File: src/shared/hpc_pkg.sv
// package for the host port pin control block
// assumes a single 40 MHz system clock domain
package hpc_pkg;
    // address register width of the 8-bit port
    localparam int unsigned ADDR_W          = 8;
    localparam logic [7:0]  ADDR_RST        = 8'h00;
    // ready recovery after a transfer strobe, in cycles
    localparam int unsigned BUSY_CYC        = 2;
    localparam logic [1:0]  BUSY_CYC_W      = 2'h2;
    localparam logic        STRAP_RST       = 1'b0;

    typedef enum logic [1:0] {
        HPC_IDLE  = 2'b00,
        HPC_WRITE = 2'b01,
        HPC_READ  = 2'b10,
        HPC_BUSY  = 2'b11
    } hpc_state_t;
endpackage

File: src/hw/hpc_top.sv
// host port pin control: strap capture, address latch, ready and irq pins
// assumes pins arrive asynchronously; device_reset_n goes through the same synchronisers as the strap, output-off, strobe and direction pins
//
// What this block does
// - A multiplexed host pulses the address latch strobe and the device captures the address.
// - The direction input selects read or write and the device acts on that direction.
// - The ready output tells the host whether the next transfer can be taken.
// - Ready is high impedance while the global output-off input is low.
// - The device drives a host interrupt output to request service.
// - The host interrupt output is driven high while the device is in reset.
// - With the port disabled the interrupt pin carries the second timer output.
// - The host interrupt output is high impedance while output-off is low.
// - The enable strap is sampled at the rising edge of device reset and latched.
`timescale 1ns/1ps
module hpc_top
    import hpc_pkg::*;
(
    input  wire logic              sys_clk_i,
    input  wire logic              rst_i,
    input  wire logic              clk_en_i,
    input  wire logic              device_reset_n_i,
    input  wire logic              port_enable_strap_i,
    input  wire logic              outputs_off_n_i,
    input  wire logic              addr_strobe_n_i,
    input  wire logic              data_strobe_n_i,
    input  wire logic              host_dir_select_i,
    input  wire logic [ADDR_W-1:0] host_addr_i,
    input  wire logic              irq_req_i,
    input  wire logic              timer_b_output_i,
    output logic                   port_ready_out_o,
    output logic                   port_ready_oe_o,
    output logic                   host_irq_out_o,
    output logic                   host_irq_oe_o,
    output logic                   port_enabled_o,
    output logic [ADDR_W-1:0]      addr_reg_o,
    output logic                   wr_pulse_o,
    output logic                   rd_pulse_o
);
    // ========================================================
    // pin synchronisers: three stages, change once 2nd and 3rd agree
    localparam int unsigned NSYNC = 6;
    logic [NSYNC-1:0] pin_raw;
    logic [NSYNC-1:0] s1_ff, s2_ff, s3_ff, flt_ff;
    logic [NSYNC-1:0] nxt_s1, nxt_s2, nxt_s3, nxt_flt;
    assign pin_raw = {device_reset_n_i, port_enable_strap_i, outputs_off_n_i,
                      addr_strobe_n_i, data_strobe_n_i, host_dir_select_i};
    genvar gi;
    generate
        for (gi = 0; gi < NSYNC; gi++) begin : g_sync
            always_comb begin
                nxt_s1[gi]  = pin_raw[gi];
                nxt_s2[gi]  = s1_ff[gi];
                nxt_s3[gi]  = s2_ff[gi];
                nxt_flt[gi] = (s2_ff[gi] == s3_ff[gi]) ? s3_ff[gi] : flt_ff[gi];
            end
        end
    endgenerate
    // device reset is seen as asserted after logic reset so irq stays high
    // until the pin is really released; other pins are seen inactive
    always_ff @(posedge sys_clk_i) begin
        if (rst_i) begin
            s1_ff  <= 6'h1f;
            s2_ff  <= 6'h1f;
            s3_ff  <= 6'h1f;
            flt_ff <= 6'h1f;
        end else if (clk_en_i) begin
            s1_ff  <= nxt_s1;
            s2_ff  <= nxt_s2;
            s3_ff  <= nxt_s3;
            flt_ff <= nxt_flt;
        end
    end
    logic dev_rst_n, strap, off_n, as_n, ds_n, dir_rd;
    assign {dev_rst_n, strap, off_n, as_n, ds_n, dir_rd} = flt_ff;
    // host address bus is sampled under the strobe; assumed stable around it
    logic [ADDR_W-1:0] addr_pipe_ff;

    // ========================================================
    // strap capture and transfer control
    hpc_state_t        state_ff, nxt_state;
    logic              rstn_d_ff, nxt_rstn_d;
    logic              en_ff, nxt_en;
    logic              as_d_ff, nxt_as_d;
    logic [ADDR_W-1:0] addr_ff, nxt_addr;
    logic [1:0]        cnt_ff, nxt_cnt;
    logic              wr_ff, nxt_wr, rd_ff, nxt_rd;
    logic              rdy_ff, nxt_rdy, rdy_oe_ff, nxt_rdy_oe;
    logic              irq_ff, nxt_irq, irq_oe_ff, nxt_irq_oe;

    always_comb begin
        nxt_rstn_d = dev_rst_n;
        nxt_en     = en_ff;
        nxt_as_d   = as_n;
        nxt_addr   = addr_ff;
        nxt_state  = state_ff;
        nxt_cnt    = cnt_ff;
        nxt_wr     = 1'b0;
        nxt_rd     = 1'b0;
        if (dev_rst_n && !rstn_d_ff) begin
            nxt_en = strap;
        end
        if (!dev_rst_n) begin
            nxt_state = HPC_IDLE;
        end else if (en_ff) begin
            // falling edge of the latch strobe captures the address phase
            if (as_d_ff && !as_n) begin
                nxt_addr = addr_pipe_ff;
            end
            case (state_ff)
                HPC_IDLE: begin
                    if (!ds_n) begin
                        nxt_state = dir_rd ? HPC_READ : HPC_WRITE;
                    end
                end
                HPC_WRITE: begin
                    nxt_wr    = 1'b1;
                    nxt_cnt   = BUSY_CYC_W;
                    nxt_state = HPC_BUSY;
                end
                HPC_READ: begin
                    nxt_rd    = 1'b1;
                    nxt_cnt   = BUSY_CYC_W;
                    nxt_state = HPC_BUSY;
                end
                HPC_BUSY: begin
                    // wait for strobe release so one strobe is one transfer
                    if (cnt_ff != 2'h0) begin
                        nxt_cnt = cnt_ff - 2'h1;
                    end else if (ds_n) begin
                        nxt_state = HPC_IDLE;
                    end
                end
                default: nxt_state = HPC_IDLE;
            endcase
        end else begin
            nxt_state = HPC_IDLE;
        end
        nxt_rdy    = en_ff && dev_rst_n && (state_ff == HPC_IDLE) && (nxt_state == HPC_IDLE);
        nxt_rdy_oe = off_n;
        if (!dev_rst_n) begin
            nxt_irq = 1'b1;
        end else if (en_ff) begin
            nxt_irq = !irq_req_i;
        end else begin
            nxt_irq = timer_b_output_i;
        end
        nxt_irq_oe = off_n;
    end

    always_ff @(posedge sys_clk_i) begin
        if (rst_i) begin
            rstn_d_ff    <= 1'b0;
            en_ff        <= STRAP_RST;
            as_d_ff      <= 1'b1;
            addr_ff      <= ADDR_RST;
            addr_pipe_ff <= ADDR_RST;
            state_ff     <= HPC_IDLE;
            cnt_ff       <= 2'h0;
            wr_ff        <= 1'b0;
            rd_ff        <= 1'b0;
            rdy_ff       <= 1'b0;
            rdy_oe_ff    <= 1'b0;
            irq_ff       <= 1'b1;
            irq_oe_ff    <= 1'b0;
        end else if (clk_en_i) begin
            rstn_d_ff    <= nxt_rstn_d;
            en_ff        <= nxt_en;
            as_d_ff      <= nxt_as_d;
            addr_ff      <= nxt_addr;
            addr_pipe_ff <= host_addr_i;
            state_ff     <= nxt_state;
            cnt_ff       <= nxt_cnt;
            wr_ff        <= nxt_wr;
            rd_ff        <= nxt_rd;
            rdy_ff       <= nxt_rdy;
            rdy_oe_ff    <= nxt_rdy_oe;
            irq_ff       <= nxt_irq;
            irq_oe_ff    <= nxt_irq_oe;
        end
    end

    assign port_ready_out_o = rdy_ff;
    assign port_ready_oe_o  = rdy_oe_ff;
    assign host_irq_out_o   = irq_ff;
    assign host_irq_oe_o    = irq_oe_ff;
    assign port_enabled_o   = en_ff;
    assign addr_reg_o       = addr_ff;
    assign wr_pulse_o       = wr_ff;
    assign rd_pulse_o       = rd_ff;
endmodule

File: config.mk
export PLATFORM = sky130hd
export DESIGN_NAME = hpc_top
export DESIGN_NICKNAME = d
export VERILOG_FILES = /design/src/shared/hpc_pkg.sv /design/src/hw/hpc_top.sv
export SDC_FILE = /design/constraint.sdc
export NUM_CORES = 1
export LEC_CHECK = 0
export BUFFER_PORTS_ARGS = -buffer_cell sky130_fd_sc_hd__buf_2
export CORE_MARGIN = 10
export CORE_UTILIZATION = 40
export DETAILED_ROUTE_END_ITERATION = 6
export GPL_TIMING_DRIVEN = 0
export SLEW_MARGIN = 20
export SYNTH_ARGS = -nofsm -noshare
export SYNTH_HDL_FRONTEND = slang
export SYNTH_SLANG_ARGS = --single-unit
File: constraint.sdc
create_clock -name sys_clk_i -period 1.35 [get_ports sys_clk_i]
set_input_delay 0.0675 -clock sys_clk_i [delete_from_list [all_inputs] [get_ports sys_clk_i]]
set_output_delay 0.0675 -clock sys_clk_i [all_outputs]
set_load 0.05 [all_outputs]
Yosys cells after proc, flatten, opt, wreduce, memory -nomap -nowiden
Cells that the tools add are included.
W data, S select, Z words.
{ "op_classes": {"addsub": 1, "n_eq_ne": 10, "muxes": 17, "reduce_logical": 22} }
{ "op_table": {"columns": ["op", "count"], "rows": [
  ["$mux W2", 7],
  ["$reduce_and A2 Y1", 7],
  ["$mux W1", 8],
  ["$eq A1 B1 Y1", 6],
  ["$pmux W2 S3", 1],
  ["$logic_and A1 B1 Y1", 5],
  ["$reduce_and A5 Y1", 1],
  ["$eq A2 B2 Y1 const B", 2],
  ["$logic_not A2 Y1", 2],
  ["$pmux W2 S2", 1],
  ["$reduce_and A4 Y1", 1],
  ["$reduce_bool A2 Y1", 2],
  ["$logic_not A1 Y1", 3],
  ["$eq A2 B1 Y1 const B", 1],
  ["$ne A2 B2 Y1 const B", 1],
  ["$reduce_or A2 Y1", 1],
  ["$sub A2 B1 Y2 const B", 1]
]} }
{ "totals": {"ff_bits": 52, "output_inout_bits": 15, "word_cells": 71} }

Depth between registers and ports, before layout
Gate-level depths: netlist of the first run.
{ "depth": {"depth_word": 7, "depth_mapped": 5} }

Worst setup path after synthesis of the first run
Ideal clock, no wire load.
{ "synth_timing": {"kind": "register to register", "startpoint": "register state_ff[0]", "endpoint": "register cnt_ff[0]", "setup_time_ns": 0.074, "t_arrival_ns": 1.379, "required_ns": 1.276, "setup_slack_ns": -0.103, "stages_incl_launch_ff": 6, "n_path_buf": 0, "period_less_slack_ns": 1.453, "cell_sequence": "dfxtp_1 > inv_1 > ha_1 > or2_2 > a211o_1 > o21ai_0"} }
{ "synth_between": {"elab_chain_cells": 4, "word_cells_on_any_way": 8, "cone_classes": "eq/ne (4); mux (1); reduce/logical (3)"} }
{ "synth_rtl": {"columns": ["item", "line", "text"], "rows": [
  ["start: declaration", "hpc_top.sv:80", "hpc_state_t state_ff, nxt_state;"],
  ["start signal: assignment", "hpc_top.sv:171", "state_ff <= nxt_state;"],
  ["$eq A2 B2 Y1 / $eq A2 B1 Y1 (equally long branches)", "hpc_top.sv:109", "case (state_ff)"],
  ["$reduce_or A2 Y1 (no source line)", null, null],
  ["$reduce_bool A2 Y1 (no source line)", null, null],
  ["$reduce_and A5 Y1 (no source line)", null, null],
  ["end signal: assignment", "hpc_top.sv:172", "cnt_ff <= nxt_cnt;"],
  ["end: declaration", "hpc_top.sv:85", "logic [1:0] cnt_ff, nxt_cnt;"]
]} }
Several ways; a longest one is shown, not always the timed one.
A chain may end at the register's enable or synchronous reset.

Worst setup path after layout of the first run
{ "layout_timing": {"startpoint": "register state_ff[0]", "endpoint": "register rdy_ff (netlist: port_ready_out_o)"} }
{ "layout_between": {"elab_chain_cells": 7, "word_cells_on_any_way": 14, "cone_classes": "eq/ne (3); mux (6); reduce/logical (5)"} }
{ "layout_rtl": {"columns": ["item", "line", "text"], "rows": [
  ["$eq A2 B2 Y1, or another cell as far along", "hpc_top.sv:109", null],
  ["$reduce_or A2 Y1 (no source line) / $mux W2 (equally long branches)", null, null],
  ["$pmux W2 S3", "hpc_top.sv:109", null],
  ["$mux W2", "hpc_top.sv:104", "end else if (en_ff) begin"],
  ["$mux W2", "hpc_top.sv:102", "if (!dev_rst_n) begin"],
  ["$logic_not A2 Y1", "hpc_top.sv:138", "nxt_rdy = en_ff && dev_rst_n && (state_ff == HPC_IDLE) && (nxt_state == HPC_IDLE);"],
  ["$logic_and A1 B1 Y1 (*)", "hpc_top.sv:138", null],
  ["end signal: assignment", "hpc_top.sv:175", "rdy_ff <= nxt_rdy;"],
  ["end: declaration", "hpc_top.sv:87", "logic rdy_ff, nxt_rdy, rdy_oe_ff, nxt_rdy_oe;"]
]} }
Every way passes the cells marked *; elsewhere a longest branch is shown, timed or not.

==> results of run 1 <==
[cell usage after synthesis, types with 2 or more instances]
cell type	instances
o21ai_0	13
nand3_1	9
o21bai_1	6
clkbuf_1	5
buf_4	3
and3_1	2
mux2i_1	12
a211o_1	17
buf_6	3
inv_1	5
nor3b_1	2
nand2b_1	8
nor2_1	21
or2_2	2
ha_1	6
nor2b_1	14
nand2_1	6
a21oi_1	19
buf_2	3
a22oi_1	2
and2_1	6
o2111ai_1	2
a31oi_1	2
buf_1	2
dfxtp_1	52
[logic make-up after synthesis]
family / after synthesis / synth area share
DFF: 52 / 0.474
muxes: 12 / 0.0547
adders and majority gates: 6 / 0.0342
AOI/OAI and AO/OA: 67 / 0.206
buffers and inverters: 21 / 0.0530
and+or+nand+nor: 73 / 0.177
[cell type report]
class / count / area, um2
buffer: 16 / 97.6
clock buffer: 6 / 82.6
clock inverter: 2 / 38.8
fill: 515 / 2420
inverter: 5 / 22.5
multi-input combinational: 158 / 1110
sequential: 52 / 1050
tap: 70 / 87.6
timing repair buffer: 46 / 293
[worst paths after layout]
kind / from / to / slack (ps) / cells past startpoint
hold / removal: device_reset_n_i / nxt_s2[5] / -1 / 3
setup / recovery: state_ff[0] / port_ready_out_o / -60 / 5
setup reg to reg: state_ff[0] / port_ready_out_o / -60 / 5
hold reg to reg: s3_ff[5] / flt_ff[5] / 460 / 2
[flip-flops by register name (all words and copies together), names as in the netlist, 2 cells and up]
signal and flops:
cnt_ff 2, flt_ff 6, addr_reg_o 8, nxt_s3 6, state_ff 2, s3_ff 6, addr_pipe_ff 8, nxt_s2 6
[timing repair]
action,CTS,global route
pin swaps,6,4
endpoints found under the hold margin,11,0
setup endpoints to repair,5,12
hold buffers,11,0
setup buffers,3,0
resized for setup,13,7
[routing by layer]
metal | track usage | up-vias | routed length, um
li1 | - | 916 | -
met1 | 0.145 | 841 | 2390
met2 | 0.206 | 29 | 2450
met3 | 0.0336 | 7 | 268
met4 | 0.0418 | 0 | 68
met5 | 0 | - | 0
[where the power goes]
group,internal [mW],switching (mW)
combinational,0.129,0.132
sequential,1.58,0.0281
clock,0.606,0.510
total,2.32,0.670
[worst reg2reg max path, stage by stage, from the launching register on]
cell and delay, ps:
dfxtp_4 380, clkinvlp_4 140, ha_4 240, nor2b_4 140
nor4bb_4 280, a31o_2 180
[metrics by stage]
stage	instance area (um2)	util	setup WS [ps]	std cells
5_1_grt	2780	0.535	-123	355
3_5_place_dp	2450	0.470	-157	333
6_report	2780	0.535	-60.5	355
4_1_cts	2750	0.529	-26.3	355
3_3_place_gp	2450	0.470	-138	333
2_1_floorplan	2200	-	-49.7	231
==> impl_metrics.tcl, run 1 <==
set metrics [dict create \
    cts_tree "built" \
    gp_congestion 0.790 \
    slowest_delay_ps 380 \
    finalNetCount 309 \
    ys.flop_type "dfxtp_1" \
    grt_pass1_vias 1809 \
    floorplan.initialDensity 0.422 \
    finalSetupTns_ps -80.8 \
    layout_common_cells "dfxtp_1, buf_2, nor2_1" \
    async_flop_share 0 \
    area.growth.synth_to_final_pct 26.8 \
    status "complete, but fails checks" \
    hold_class "input pin to flip-flop" \
    cts_buffer_depth 2 \
    rsz0062_at_grt "yes" \
    synth-seq-cells 52 \
    viasPerCell 5.05 \
    ir_worst_vdd_mv 0.776 \
    grt_max_degree 17 \
    ant_nets 0 \
    cp.arrival_ps 1660 \
    min_period_ps 1410 \
    drive_gt1_frac 0.253 \
    fp-row-count 26 \
    clock-sinks 52 \
    finalCritPeriodShare 1.04 \
    clk_pin_slew_worst_paths_ps 100 \
    cp_num_buf_inv 1 \
    synth.largest_area_cell "dfxtp_1" \
    coreArea_mm2 0.00520 \
    violations "hold timing, setup timing" \
    drt-pass1-iter-count 4 \
    slew_viol_final 0 \
    synth_warnings 0 \
    io_buffers 32 \
    die_y_um 94.1 \
    diodes 0 \
    grt-ovfl-total 0 \
    drv_cap 0 \
    crit_path_end_kind "flip-flop" \
    dp_hpwl_um 3420 \
    critPathLaunchType "flip-flop" \
    routed_wl_um 5180 \
    ios 34 \
    first_iter_violations 79 \
    drc 0 \
    syn_area_per_cell_um2 9.50 \
    timing.fmax_mhz 709 \
    power_density_mw_per_mm2 1070 \
    setup_slack_ps -60.5 \
    worstPathCellList "clkinvlp_4 > ha_4 > nor2b_4 > nor4bb_4 > a31o_2" \
    cts-root-buf "clkbuf_8" \
    synth-seq-area-share 0.474 \
    worstMarginPinSlew_ps 591 \
    synthesis.nets 256 \
    antenna_found_initial 0 \
    p_leak_nw 1.16 \
    synthTopCellsByArea "dfxtp_1, a211o_1, mux2i_1" \
    postSynthCellCount 231 \
    ys_types 34 \
    via_count 1793 \
    critPathTopFamily "simple AND/OR/NAND/NOR gates" \
    htree_levels 2 \
    grt_pass1_wl_um 8780 \
    required_ps 1600 \
    avgRoutedWirePerCell_um 14.6 \
    grt_use_total 0.122 \
    crit_type "flip-flop to flip-flop" \
    numCtsBuffers 5 \
    whs_ps -1.16 \
    syn_area_mm2 0.00219 \
    setup_viol 2 \
    p_total_mw 2.99 \
    slew-limit-headroom 0.606 \
    dieArea_mm2 0.00885 \
    clock_skew_ps 9.02 \
    die_x_um 94.1 \
    yosysTopAreaCellShare 0.474 \
    mostFrequentLayoutCell "dfxtp_1" \
    synth_edf_count 0 \
    critical_path.slowest_cell "dfxtp_4" \
    clk-insertion-delay-late_ps 300 \
    hold_viol_final 1 \
    path_max_fanout 3 \
]
No activity file was read; power rests on OpenSTA's default activity.
==> run 2: changes to the inputs <==
--- a/config.mk
+++ b/config.mk
@@ -6,6 +6,7 @@
 export NUM_CORES = 1
 export LEC_CHECK = 0
 export BUFFER_PORTS_ARGS = -buffer_cell sky130_fd_sc_hd__buf_2
+export CORE_ASPECT_RATIO = 1.2
 export CORE_MARGIN = 10
 export CORE_UTILIZATION = 40
 export DETAILED_ROUTE_END_ITERATION = 6
==> run 2 against run 1 <==
- the flow now finishes without violations
- critical path depth did not move
- clock skew is 1.3 ps lower
- flip-flop and latch count unchanged
- count of clock-buffer cells in the layout fell by 1
==> impl_metrics.tcl, run 2 (same netlist as run 1, synthesis figures left out) <==
set metrics [dict create \
    status "finished, final reports clean" \
    avgRoutedWirePerCell_um 14.4 \
    critPathTopFamily "compound AO/OA/AOI/OAI gates" \
    die_y_um 101 \
    cts_tree "built" \
    via_count 1779 \
    first_iter_violations 57 \
    required_ps 1550 \
    coreArea_mm2 0.00530 \
    critPathLaunchType "flip-flop" \
    path_max_fanout 4 \
    grt_pass1_vias 1783 \
    clk_pin_slew_worst_paths_ps 90 \
    clock-sinks 52 \
    critical_path.slowest_cell "dfxtp_4" \
    numCtsBuffers 5 \
    fin_area_mm2 0.00274 \
    grt-ovfl-total 0 \
    crit_cells 5 \
    drt-pass1-iter-count 4 \
    die_x_um 87.6 \
    drv_cap 0 \
    worst-r2r-setup-slack_ps 50 \
    reg2reg_depth 5 \
    slowest_delay_ps 380 \
    dp_hpwl_um 3440 \
    finalCritPeriodShare 0.963 \
    cts-root-buf "clkbuf_8" \
    ios 34 \
    cts_buffer_depth 2 \
    area.growth.synth_to_final_pct 25.0 \
    crit_path_end_kind "flip-flop" \
    slew_viol_final 0 \
    diodes 0 \
    worstPathCellList "buf_6 > ha_4 > a21boi_4 > o221ai_1 > a31o_2" \
    hold_viol_final 0 \
    clk-insertion-delay-late_ps 300 \
    p_leak_nw 1.13 \
    cp_num_buf_inv 1 \
    crit_start "state_ff[1]" \
    setup_viol 0 \
    htree_levels 2 \
    ir_worst_vdd_mv 0.599 \
    worstMarginPinSlew_ps 566 \
    rr_startpoint "state_ff[1]" \
    timing.rr.end "port_ready_out_o" \
    floorplan.initialDensity 0.414 \
    viasPerCell 5.14 \
    timing.fmax_mhz 769 \
    finalSetupTns_ps 0 \
    layout_common_cells "dfxtp_1, buf_2, nor2_1" \
    dieArea_mm2 0.00886 \
    ant_nets 0 \
    p_total_mw 2.74 \
    grt_max_degree 17 \
    clock_skew_ps 7.76 \
    min_period_ps 1300 \
    grt_pass1_wl_um 8250 \
    mostFrequentLayoutCell "dfxtp_1" \
    gp_congestion 0.766 \
    io_buffers 32 \
    antenna_found_initial 0 \
    fillCellCount 518 \
    drive_gt1_frac 0.250 \
    rsz0062_at_grt "yes" \
    grt_use_total 0.114 \
    drc 0 \
    crit_type "flip-flop to flip-flop" \
    hold_class "input pin to flip-flop" \
    fp-row-count 29 \
    slew-limit-headroom 0.622 \
    power_density_mw_per_mm2 998 \
    crit_path_end "port_ready_out_o" \
    routed_wl_um 4990 \
    dpl_cell_area_mm2 0.00244 \
    cp.arrival_ps 1500 \
    finalNetCount 308 \
]
==> run 2: through the flow <==
stage,instances,setup WS [ps],hold slack (ps),util
6_report,346,50.2,4.54,0.518
5_1_grt,346,-5.82,11.8,0.518
2_1_floorplan,231,-49.7,190,-
4_1_cts,346,1.03,1.79,0.510
3_3_place_gp,325,-149,272,0.460
3_5_place_dp,325,-162,281,0.460
==> run 2: metal layers <==
layer	track usage	up-vias	routed length, um
li1	-	912	-
met1	0.134	835	2280
met2	0.192	26	2400
met3	0.0313	6	241
met4	0.0418	0	69
met5	0	-	0
==> run 2: final cells by class <==
type | instances | area [um2] | area share
buffer | 16 | 97.6 | 0.0356
inverter | 5 | 23.8 | 0.00866
tap | 62 | 77.6 | 0.0283
sequential | 52 | 1050 | 0.383
timing repair buffer | 45 | 287 | 0.104
multi-input combinational | 158 | 1120 | 0.408
clock buffer | 5 | 68.8 | 0.0251
clock inverter | 3 | 18.8 | 0.00684
==> run 2: how the worst min path moves through the flow <==
stage	from	end	slack, ps	depth (start not counted)
2_1_floorplan	host_dir_select_i	nxt_s2[0]	190	1
3_3_place_gp	data_strobe_n_i	nxt_s2[1]	270	2
3_5_place_dp	data_strobe_n_i	nxt_s2[1]	280	2
4_1_cts	host_addr_i[4]	addr_pipe_ff[4]	2	3
5_1_grt	device_reset_n_i	nxt_s2[5]	10	3
6_report	device_reset_n_i	nxt_s2[5]	5	3
==> run 2: repair_timing <==
action,4_1_cts,5_1_grt
endpoints found under the setup margin,4,8
resized for setup,14,10
gates cloned,0,0
hold buffers,10,0
pin swaps,3,1
setup buffers,3,0
hold endpoints to repair,10,0
==> run 2: worst register-to-register path: cells and delay by family, from the launching register on <==
family / cells / cell delay (ps)
compound gates: 3 / 570
buf+inv: 1 / 110
fa+ha+maj: 1 / 140
flops: 1 / 380
==> run 2: power breakdown <==
part,internal (mW),switching (mW),total (mW)
clock network,0.362,0.509,0.871
registers,1.58,0.0278,1.61
logic,0.126,0.130,0.256
total,2.07,0.666,2.74
==> run 3: changes to the inputs <==
==> constraint.sdc (replaced) <==
create_clock -name sys_clk_i -period 1.35 [get_ports sys_clk_i]
set_input_delay 0.2025 -clock sys_clk_i [delete_from_list [all_inputs] [get_ports sys_clk_i]]
set_output_delay 0.2025 -clock sys_clk_i [all_outputs]
set_load 0.005 [all_outputs]
==> run 3 against run 2 <==
- die area unchanged
- sequential power about the same
- critical endpoint is now cnt_ff[0]
- core utilization down 1.2 points
- clock power up 9.0%
- critical path depth unchanged
- combinational power down 13%
==> impl_metrics.tcl, run 3 (same netlist as run 1, synthesis figures left out) <==
set metrics [dict create \
    coreArea_mm2 0.00530 \
    avgRoutedWirePerCell_um 15.1 \
    ant_nets 0 \
    cp_num_buf_inv 1 \
    critPathLaunchType "flip-flop" \
    die_y_um 101 \
    htree_levels 2 \
    ir_worst_vdd_mv 0.554 \
    clock-sinks 52 \
    via_count 1751 \
    cp.arrival_ps 1540 \
    dr.max_layer_used "met4" \
    grt_pass1_wl_um 8180 \
    ios 34 \
    floorplan.initialDensity 0.414 \
    met3_length_um 240 \
    finalCritPeriodShare 0.964 \
    finalNetCount 301 \
    routed_wl_um 5120 \
    hold_class "input pin to flip-flop" \
    wl_met2_um 2440 \
    grt_max_degree 17 \
    worstMarginPinSlew_ps 581 \
    crit_path_end_kind "flip-flop" \
    place_inst 325 \
    hold_viol_final 0 \
    viasPerCell 5.17 \
    holdBufCountCts 0 \
    clk-insertion-delay-late_ps 310 \
    grt_pass1_vias 1708 \
    cts-root-buf "clkbuf_8" \
    critical_path.slowest_cell "dfxtp_4" \
    clock_skew_ps 9.93 \
    grt-ovfl-total 0 \
    slew-limit-headroom 0.613 \
    drc 0 \
    worstPathCellList "inv_4 > ha_4 > or2_4 > a211o_1 > o21ai_1" \
    timing.fmax_mhz 769 \
    mostFrequentLayoutCell "dfxtp_1" \
    fillCellCount 518 \
    fin_util 0.506 \
    rsz0062_at_grt "yes" \
    dieArea_mm2 0.00886 \
    required_ps 1590 \
    path_max_fanout 4 \
    cts_buffer_depth 2 \
    fin_area_mm2 0.00268 \
    slowest_delay_ps 390 \
    die_x_um 87.6 \
    drv_cap 0 \
    dp_hpwl_um 3450 \
    final_cells 339 \
    area.growth.synth_to_final_pct 22.1 \
    drt-met1-wl_um 2370 \
    gp_congestion 0.760 \
    crit_type "flip-flop to flip-flop" \
    drt-pass1-iter-count 4 \
    clk_pin_slew_worst_paths_ps 90 \
    cts_tree "built" \
    layout_common_cells "dfxtp_1, buf_2, nor2_1" \
    diodes 0 \
    drive_gt1_frac 0.271 \
    status "finished, final reports clean" \
    first_iter_violations 60 \
    dpl_cell_area_mm2 0.00244 \
    antenna_found_initial 0 \
    numCtsBuffers 5 \
    io_buffers 32 \
    min_period_ps 1300 \
    grt_use_total 0.114 \
    slew_viol_final 0 \
    critPathTopFamily "flip-flops" \
    power_density_mw_per_mm2 1040 \
    fp-row-count 29 \
    setup_viol 0 \
    p_leak_nw 1.12 \
]
[run 3: cell types whose count changed in the layout (fill, tap and decap cells not counted)]
cell           change
buf_4              +4
buf_6              -1
clkbuf_8           +1
clkinv_2           -1
clkinv_4           -1
dlygate4sd3_1     -10
inv_6              +1
nand2b_1           -1
nand2b_4           +1
[run 3: worst paths after layout]
| kind | start | to | slack (ps) | depth (start not counted) |
|---|---|---|---|---|
| setup / recovery | state_ff[1] | cnt_ff[0] | 50 | 5 |
| hold / removal | addr_strobe_n_i | nxt_s2[2] | 100 | 2 |
| setup reg to reg | state_ff[1] | cnt_ff[0] | 50 | 5 |
| hold reg to reg | addr_pipe_ff[1] | addr_reg_o[1] | 460 | 2 |
[run 3: repair_timing]
| item | CTS | global route |
|---|---|---|
| endpoints found under the setup margin | 5 | 8 |
| gates cloned | 0 | 0 |
| pin swaps | 3 | 3 |
| setup buffers | 4 | 2 |
| resized for setup | 8 | 15 |
[run 3: cell type report]
class / count / area, um2 / share of cell area
sequential: 52 / 1050 / 0.393
tap: 62 / 77.6 / 0.0290
clock inverter: 2 / 13.8 / 0.00514
multi-input combinational: 158 / 1130 / 0.420
inverter: 5 / 23.8 / 0.00887
timing repair buffer: 38 / 205 / 0.0766
clock buffer: 6 / 82.6 / 0.0308
buffer: 16 / 97.6 / 0.0364
[run 3: layer usage]
layer | up-vias | track usage
met5 | - | 0
met4 | 0 | 0.0332
met3 | 5 | 0.0321
met2 | 28 | 0.192
met1 | 819 | 0.137
li1 | 899 | -
[run 3: stage by stage]
| stage | hold WS, ps | power (mW) | TNS, ps | setup slack (ps) |
|---|---|---|---|---|
| after floorplan | 325 | 1.79 | 0 | 19.1 |
| after global placement | 408 | 1.87 | -339 | -102 |
| after detailed placement | 413 | 1.87 | -357 | -116 |
| after CTS | 87.2 | 2.81 | 0 | 0.393 |
| after global routing | 87.5 | 2.88 | -2.51 | -2.51 |
| final | 96.8 | 2.78 | 0 | 48.8 |
[run 3: power by group]
| group | leakage [nW] | switching (mW) | total, mW | internal (mW) |
|---|---|---|---|---|
| logic | 0.643 | 0.115 | 0.223 | 0.109 |
| registers | 0.429 | 0.0280 | 1.61 | 1.58 |
| clock network | 0.0516 | 0.528 | 0.949 | 0.420 |
